File: src/rtl/deser_pkg.sv
// Shared constants for the serial-to-parallel converter.
package deser_pkg;

    // Width of the parallel word.
    localparam int unsigned WORD_BITS = 4;

    // Width of the phase counter that drives the divided clocks.
    localparam int unsigned PHASE_BITS = 3;

    // Positions of the divide-by-four and divide-by-eight clocks in the phase counter.
    localparam int unsigned QUARTER_POS = 1;
    localparam int unsigned EIGHTH_POS = 2;

    // Phase counts on which a word is complete: the first of two in four-bit mode, the only one in eight-bit mode.
    localparam logic [PHASE_BITS-1:0] LAST_PHASE_FOUR = 3'h3;
    localparam logic [PHASE_BITS-1:0] LAST_PHASE_EIGHT = 3'h7;

    // Low two phase bits that close a four-bit word.
    localparam logic [1:0] LAST_QUARTER_PHASE = 2'h3;

    // Phase counter step.
    localparam logic [PHASE_BITS-1:0] PHASE_STEP = 3'h1;

    // Values after reset.
    localparam logic [PHASE_BITS-1:0] PHASE_RESET = 3'h0;
    localparam logic [WORD_BITS-1:0] WORD_RESET = 4'h0;

    // Pin synchroniser depth and the least alignment pulse, in input clock cycles.
    localparam int unsigned SYNC_STAGES = 3;
    localparam int unsigned ALIGN_MIN_CYCLES = 2;

    // Bit positions of the synchronised control pins.
    localparam int unsigned CTRL_BITS = 3;
    localparam int unsigned CTRL_ALIGN = 0;
    localparam int unsigned CTRL_MODE = 1;
    localparam int unsigned CTRL_SELECT = 2;
    localparam logic [CTRL_BITS-1:0] CTRL_RESET = 3'h0;

endpackage

File: src/rtl/pin_sync.sv
// Three-stage synchroniser that only accepts a level once two stages agree.
`timescale 1ns/1ps
module pin_sync
    import deser_pkg::*;
(
    // Clock, reset and enable.
    input wire logic clk,
    input wire logic resetn,
    input wire logic ce,
    // Asynchronous pins in, filtered levels out.
    input wire logic [CTRL_BITS-1:0] pins,
    output logic [CTRL_BITS-1:0] level
);

    typedef struct packed {
        logic [CTRL_BITS-1:0] s1;
        logic [CTRL_BITS-1:0] s2;
        logic [CTRL_BITS-1:0] s3;
        logic [CTRL_BITS-1:0] level;
    } sync_state_t;

    sync_state_t st_q;
    sync_state_t st_d;

    // The first stage is read by the second stage only, to keep metastability contained.
    always_comb begin
        st_d = st_q;
        if (ce) begin
            st_d.s1 = pins;
            st_d.s2 = st_q.s1;
            st_d.s3 = st_q.s2;
            for (int i = 0; i < CTRL_BITS; i++) begin
                if (st_q.s2[i] == st_q.s3[i]) begin
                    st_d.level[i] = st_q.s2[i];
                end
            end
        end
    end

    always_ff @(posedge clk or negedge resetn) begin
        if (!resetn) begin
            st_q <= '{s1: CTRL_RESET, s2: CTRL_RESET, s3: CTRL_RESET, level: CTRL_RESET};
        end else begin
            st_q <= st_d;
        end
    end

    assign level = st_q.level;

endmodule

File: src/rtl/deserializer.sv
// Four-bit serial-to-parallel converter with divided clocks and word alignment.
`timescale 1ns/1ps
module deserializer
    import deser_pkg::*;
(
    // Clock, reset and enable.
    input wire logic CLK,
    input wire logic RESETN,
    input wire logic CE,
    // Serial data, sampled on CLK.
    input wire logic SERIAL_IN_FIRST,
    input wire logic SERIAL_IN_SECOND,
    // Asynchronous control pins.
    input wire logic SELECT_FIRST,
    input wire logic MODE_EIGHT,
    input wire logic ALIGN_PULSE,
    // Parallel word and divided clocks.
    output logic [WORD_BITS-1:0] PARALLEL_WORD_OUT,
    output logic CLOCK_QUARTER_OUT,
    output logic CLOCK_EIGHTH_OUT
);

    typedef struct packed {
        logic [PHASE_BITS-1:0] phase;
        logic [WORD_BITS-1:0] shift;
        logic [WORD_BITS-1:0] word;
        logic align_seen;
        logic [WORD_BITS-1:0] history;
    } deser_state_t;

    deser_state_t st_q;
    deser_state_t st_d;
    logic [CTRL_BITS-1:0] ctrl_s;
    logic align_s;
    logic mode_s;
    logic select_s;
    logic serial_bit;
    logic slip;
    logic load;
    logic [WORD_BITS-1:0] expect_word;

    // True on the phase that closes a word in the given mode.
    function automatic logic word_done(input logic [PHASE_BITS-1:0] ph, input logic eight);
        word_done = eight ? (ph == LAST_PHASE_EIGHT) : (ph[1:0] == LAST_QUARTER_PHASE);
    endfunction

    // The control pins have no timing relation to CLK, so they are filtered first.
    pin_sync u_pin_sync (
        .clk(CLK),
        .resetn(RESETN),
        .ce(CE),
        .pins({SELECT_FIRST, MODE_EIGHT, ALIGN_PULSE}),
        .level(ctrl_s)
    );

    assign align_s = ctrl_s[CTRL_ALIGN];
    assign mode_s = ctrl_s[CTRL_MODE];
    assign select_s = ctrl_s[CTRL_SELECT];

    assign serial_bit = select_s ? SERIAL_IN_FIRST : SERIAL_IN_SECOND;
    assign slip = align_s & ~st_q.align_seen;
    assign load = word_done(st_q.phase, mode_s) & ~slip;
    assign expect_word = {serial_bit, st_q.history[0], st_q.history[1], st_q.history[2]};

    always_comb begin
        st_d = st_q;
        if (CE) begin
            st_d.align_seen = align_s;
            // A slip holds the phase for one cycle, moving the boundary and both clocks.
            if (!slip) begin
                st_d.phase = st_q.phase + PHASE_STEP;
            end
            st_d.shift = {serial_bit, st_q.shift[WORD_BITS-1:1]};
            st_d.history = {st_q.history[WORD_BITS-2:0], serial_bit};
            // The bit of the closing cycle goes straight into the word, so no cycle is lost.
            if (load) begin
                st_d.word = {serial_bit, st_q.shift[WORD_BITS-1:1]};
            end
        end
    end

    always_ff @(posedge CLK or negedge RESETN) begin
        if (!RESETN) begin
            st_q <= '{phase: PHASE_RESET, shift: WORD_RESET, word: WORD_RESET,
                      align_seen: 1'b0, history: WORD_RESET};
        end else begin
            st_q <= st_d;
        end
    end

    // Outputs come straight from the state flops, so no decode glitch reaches the pins.
    assign PARALLEL_WORD_OUT = st_q.word;
    assign CLOCK_QUARTER_OUT = st_q.phase[QUARTER_POS];
    assign CLOCK_EIGHTH_OUT = st_q.phase[EIGHTH_POS];
endmodule

File: config.mk
export PLATFORM = sky130hd
export DESIGN_NAME = deserializer
export DESIGN_NICKNAME = d
export VERILOG_FILES = /design/src/rtl/deser_pkg.sv /design/src/rtl/pin_sync.sv /design/src/rtl/deserializer.sv
export SDC_FILE = /design/constraint.sdc
export NUM_CORES = 1
export LEC_CHECK = 0
export ABC_AREA = 1
export BUFFER_PORTS_ARGS = -buffer_cell sky130_fd_sc_hd__buf_4
export CORE_AREA = 2 2 50 52
export CTS_CLUSTER_SIZE = 10
export DETAILED_ROUTE_END_ITERATION = 10
export DIE_AREA = 0 0 52 54
export PLACE_DENSITY = 0.72
export SLEW_MARGIN = 20
export SYNTH_ARGS = -nofsm -noshare
export SYNTH_HDL_FRONTEND = slang
export SYNTH_HIERARCHICAL = 1
export SYNTH_SLANG_ARGS = --single-unit
File: constraint.sdc
create_clock -name CLK -period 2.82 [get_ports CLK]
set_input_delay 0.141 -clock CLK [delete_from_list [all_inputs] [get_ports CLK]]
set_output_delay 0.141 -clock CLK [all_outputs]
set_load 0.05 [all_outputs]
Word-level counts from Yosys, hierarchy flattened --
Index checks and enable logic that the tools add are counted.
Operators by class: bitwise operators 4, muxes and demuxes 2, $add $sub $neg 1, reductions and logical operators 5, equal/unequal tests 5
Operators by type and width (count):
- AND reduction 2 bit | 5
- adder 3 x 1 -> 3 bit, second input constant | 1
- equality test 1 bit | 3
- equality test 3 bit, second input constant | 1
- AND 1 bit | 2
- equality test 2 bit, second input constant | 1
- 2-to-1 mux 1 bit | 2
- inverter 1 bit | 2
Storage, ports and cells: bits of input ports 8, output and inout port bits 6, logic and storage cells 27, bits in registers 24

Depth between registers and ports, before layout --
word-level depth 5, depth in mapped cells 7, mapped depth without buffers 7

Modules after synthesis --
Netlist, hierarchy kept.
By module, submodules not included:
- pin_sync | area an instance 548.0 µm², cells each 65, sequential area each 300.3 µm², instances 1
- deserializer | area an instance 539.3 µm², cells each 61, sequential area each 275.3 µm², instances 1

Worst setup path before layout --
No wires, ideal clock.
path type register -> register, start point register st_q, in the netlist CLOCK_QUARTER_OUT, end point register st_q, in the netlist PARALLEL_WORD_OUT[0], clock period less this slack 1.482 ns, buffers on the path 0, arrival 1.365 ns, slack 1.338 ns, stages on the path, launching flop included 8, setup time 0.117 ns, data required time 2.703 ns, cell sequence dfrtp_1 ha_1 ha_1 nand2_1 nand2_1 nand2_4 nand2_1 nand2_1
On the way: word-level cells in the longest chain between the ends 4, elaborated cells on any way between the ends 5, classes of those cells eq/ne: 2; mux: 1; bitwise: 1; reduce/logical: 1
RTL lines:
- start, declared | RTL line deserializer.sv:31 | deser_state_t st_q;
- start signal, assigned | RTL line deserializer.sv:84 | st_q <= '{phase: PHASE_RESET, shift: WORD_RESET, word: WORD_RESET,
- start signal, assigned | RTL line deserializer.sv:87 | st_q <= st_d;
- equality test 3 bit / equality test 2 bit (equally long branches) | RTL line deserializer.sv:44 | word_done = eight ? (ph == LAST_PHASE_EIGHT) : (ph[1:0] == LAST_QUARTER_PHASE);
- 2-to-1 mux 1 bit (*) | RTL line deserializer.sv:44
- AND 1 bit (*) | RTL line deserializer.sv:62 | assign load = word_done(st_q.phase, mode_s) & ~slip;
- AND reduction 2 bit (no line) (*)
Mark *: on every way between the ends. The rest lies on a longest branch, timed or not. A chain may end at the register's enable or synchronous reset.

Worst setup path after layout --
start point register st_q, in the netlist CLOCK_QUARTER_OUT, end point register st_q, in the netlist PARALLEL_WORD_OUT[2]
Same word-level chain as after synthesis.

==> flow_metrics.env <==
export IMPL_outcome="finished clean"
export IMPL_crit_required_ns=3.07
export IMPL_final_layout_size_suffix_gt1_share_pct=17.2
export IMPL_setup_viol=0
export IMPL_synth_cell_type_count=16
export IMPL_syn_avg_cell_area_um2=8.63
export IMPL_dr_pass1_iters=4
export IMPL_vias=753
export IMPL_rsz0062_at_grt="false"
export IMPL_place_congestion=0.696
export IMPL_endpoint_kind="flop"
export IMPL_crit_top_cell="nand2_1"
export IMPL_skew_ns=0.00344
export IMPL_portBuffers=13
export IMPL_cpPeakStageDelay_ns=0.41
export IMPL_die_area_mm2=0.00281
export IMPL_num_antenna_cells=0
export IMPL_overflow=0
export IMPL_power_leakage_nw=0.654
export IMPL_synthCells=126
export IMPL_synth_cell_area_mm2=0.00109
export IMPL_r2r_setup_slack_ns=1.54
export IMPL_cp_start_kind="flop"
export IMPL_slew_viol_final=0
export IMPL_drv_cap=0
export IMPL_area_growth_pct=7.94
export IMPL_vdd_ir_drop_worst_mv=0.537
export IMPL_grt_antenna_before_repair=0
export IMPL_clk_latency_ns=0.30
export IMPL_critPathMaxFanout=5
export IMPL_htreeDepth=1
export IMPL_post_cts_buffers=0
export IMPL_fin_ws_ns=1.54
export IMPL_worstPathCellList="ha_1, ha_1, nand2_1, nand2_1, nand2_4, nand2_1, nand2_1"
export IMPL_core_rowCount=18
export IMPL_num_nets_final=145
export IMPL_timing_hold_ws_ns=0.0339
export IMPL_hold_violations=0
export IMPL_r2r_end="PARALLEL_WORD_OUT[2]$_DFFE_PN0P_"
export IMPL_slowest_stage="dfrtp_1"
export IMPL_dieHeight_um=54
export IMPL_cts_clk_slew_worst_paths_ns=0.12
export IMPL_drc=0
export IMPL_critPathArrivalTime_ns=1.53
export IMPL_grt_usage_pct=13.1
export IMPL_min_path_type="input pin to flop"
export IMPL_fill_cells=222
export IMPL_critical_path_class="flop to flop"
export IMPL_synth_warnings=6
export IMPL_chipWidth_um=52
export IMPL_fin_crit_ns=1.28
export IMPL_r2r_start="CLOCK_QUARTER_OUT$_DFFE_PN0P_"
export IMPL_wl_um=1500
export IMPL_cts_buffer_depth=2
export IMPL_min_path_cells=3
export IMPL_grt_pass1_vias=653
export IMPL_relSlewSlack_pct=80.0
export IMPL_place_ws_ns=1.54
export IMPL_final_area_mm2=0.00117
export IMPL_max_freq_ghz=0.780
export IMPL_setup_tns_ns=0
export IMPL_wl_per_cell_um=9.12
export IMPL_synth_seq_cells=23
export IMPL_hold_path_end="u_pin_sync/st_q[11]$_DFFE_PN0P_"
export IMPL_io_pins=14
export IMPL_clock_sinks=23
export IMPL_numCtsBuffers=3
export IMPL_final_antenna_net_count=0
export IMPL_ys_seq_area_share_pct=52.9
export IMPL_cts_tree="yes"
export IMPL_power_density_mw_per_mm2=870
export IMPL_hpwlAfterDp_um=1080
export IMPL_grt_max_degree=33
export IMPL_syn_num_nets=136
export IMPL_grt_pass1_wl_um=2720
export IMPL_root_buffer="clkbuf_4"
export IMPL_hold_start="SELECT_FIRST"
export IMPL_r2r_cells=7
export IMPL_crit_start="CLOCK_QUARTER_OUT$_DFFE_PN0P_"
export IMPL_tightest_slew_ns=0.301
export IMPL_fp_coreArea_mm2=0.00232
export IMPL_drt_iter0_drc=8
export IMPL_fin_crit_sh_pct=45.5
export IMPL_dpl_cell_area_mm2=0.00114
export IMPL_start_util_pct=46.9
export IMPL_routed_via_density=4.59
synthesized netlist by cell type:
cell type   n  share of area, %
inv_1      15               5.2
a21oi_4     1               1.5
ha_1        2               2.3
nand2_4     1               1.0
xnor2_1     1              0.81
buf_6       3               3.1
o21ai_1     1              0.46
nand3_1     4               1.8
nand2_1    53                18
a21oi_2     3               2.4
o21ai_0     6               2.8
inv_4       1              0.58
nor2_1      4               1.4
a31oi_1     1              0.58
dfrtp_1    23                53
buf_4       7               4.8
layout make-up:
class | instances | area [um2] | area share, %
sequential | 23 | 576 | 49.0
multi-input combinational | 77 | 363 | 30.9
timing repair buffer | 14 | 108 | 9.17
inverter | 16 | 62.6 | 5.33
tap | 30 | 37.5 | 3.20
clock buffer | 3 | 22.5 | 1.92
clock inverter | 1 | 5.00 | 0.426
worst max-delay path by stage:
stage                                            end  slack (ns)  depth (start not counted)
floorplan           PARALLEL_WORD_OUT[0]$_DFFE_PN0P_        1.34                          7
global placement    PARALLEL_WORD_OUT[2]$_DFFE_PN0P_        1.59                          6
detailed placement  PARALLEL_WORD_OUT[2]$_DFFE_PN0P_        1.54                          6
CTS                 PARALLEL_WORD_OUT[2]$_DFFE_PN0P_        1.52                          7
global route        PARALLEL_WORD_OUT[1]$_DFFE_PN0P_        1.41                          7
finish              PARALLEL_WORD_OUT[2]$_DFFE_PN0P_        1.54                          7
power by group:
part	leakage, nW	internal [W]	total, W	switching [W]
Combinational	0.355	0.000130	0.000402	0.000272
Clock	0.0177	0.0000529	0.000146	0.0000936
Sequential	0.281	0.000415	0.000473	0.0000584
Total	0.654	0.000598	0.00102	0.000423
cell families (layout without fill, tap and decap cells):
group           Yosys count  count (layout)  share of synthesized area, %
simple gates             62              62                          22.6
xor+xnor                  1               1                         0.806
fa+ha+maj                 2               2                          2.30
compound gates           12              12                          7.71
buf+inv                  26              34                          13.7
flops                    23              23                          52.9
timing repair:
item                                   CTS  global route
endpoints found under the hold margin   23             0
hold buffers                             1             0
gates resized for setup                  0             0
registers in the layout, summed over array words and instances, names as in the netlist:
| signal | count |
|---|---|
| st_q | 5 |
| PARALLEL_WORD_OUT | 4 |
| u_pin_sync/st_q | 9 |
| CLOCK_EIGHTH_OUT | 1 |
| u_pin_sync/level | 3 |
| CLOCK_QUARTER_OUT | 1 |
stage by stage:
step / total power (W) / std cells / util, %
2_1_floorplan: 0.000829 / 126 / -
3_3_place_gp: 0.000873 / 159 / 49.0
3_5_place_dp: 0.000889 / 159 / 49.0
4_1_cts: 0.00104 / 164 / 50.6
5_1_grt: 0.00110 / 164 / 50.6
6_report: 0.00102 / 164 / 50.6
worst max-delay path, delay by kind of cell, from the launching register on:
family | cells | cell delay (ns)
AND/OR/NAND/NOR | 5 | 0.41
adder cells (fa/ha/maj) | 2 | 0.40
flip-flops | 1 | 0.41
per-layer routing:
metal	track usage [%]	wire, um	up-vias
met5	0	0	-
met4	1.32	0	0
met3	5.83	90	0
met2	21.5	719	17
met1	16.5	685	348
li1	-	-	388
placed cells by master (no fill, tap or decap):
| cell | Yosys | routed |
|---|---|---|
| o21ai_0 | 6 | 6 |
| nand2_4 | 1 | 1 |
| inv_4 | 1 | 1 |
| clkbuf_4 | 0 | 3 |
| dfrtp_1 | 23 | 23 |
| clkinv_2 | 0 | 1 |
| a31oi_1 | 1 | 1 |
| xnor2_1 | 1 | 1 |
| dlygate4sd3_1 | 0 | 1 |
| buf_4 | 7 | 13 |
| o21ai_1 | 1 | 1 |
| nand3_1 | 4 | 4 |
| inv_1 | 15 | 15 |
| a21oi_2 | 3 | 3 |
| nand2_1 | 53 | 53 |
| ha_1 | 2 | 2 |
| nor2_1 | 4 | 4 |
| a21oi_4 | 1 | 1 |
Note: power is estimated with default switching activity, not from simulation.
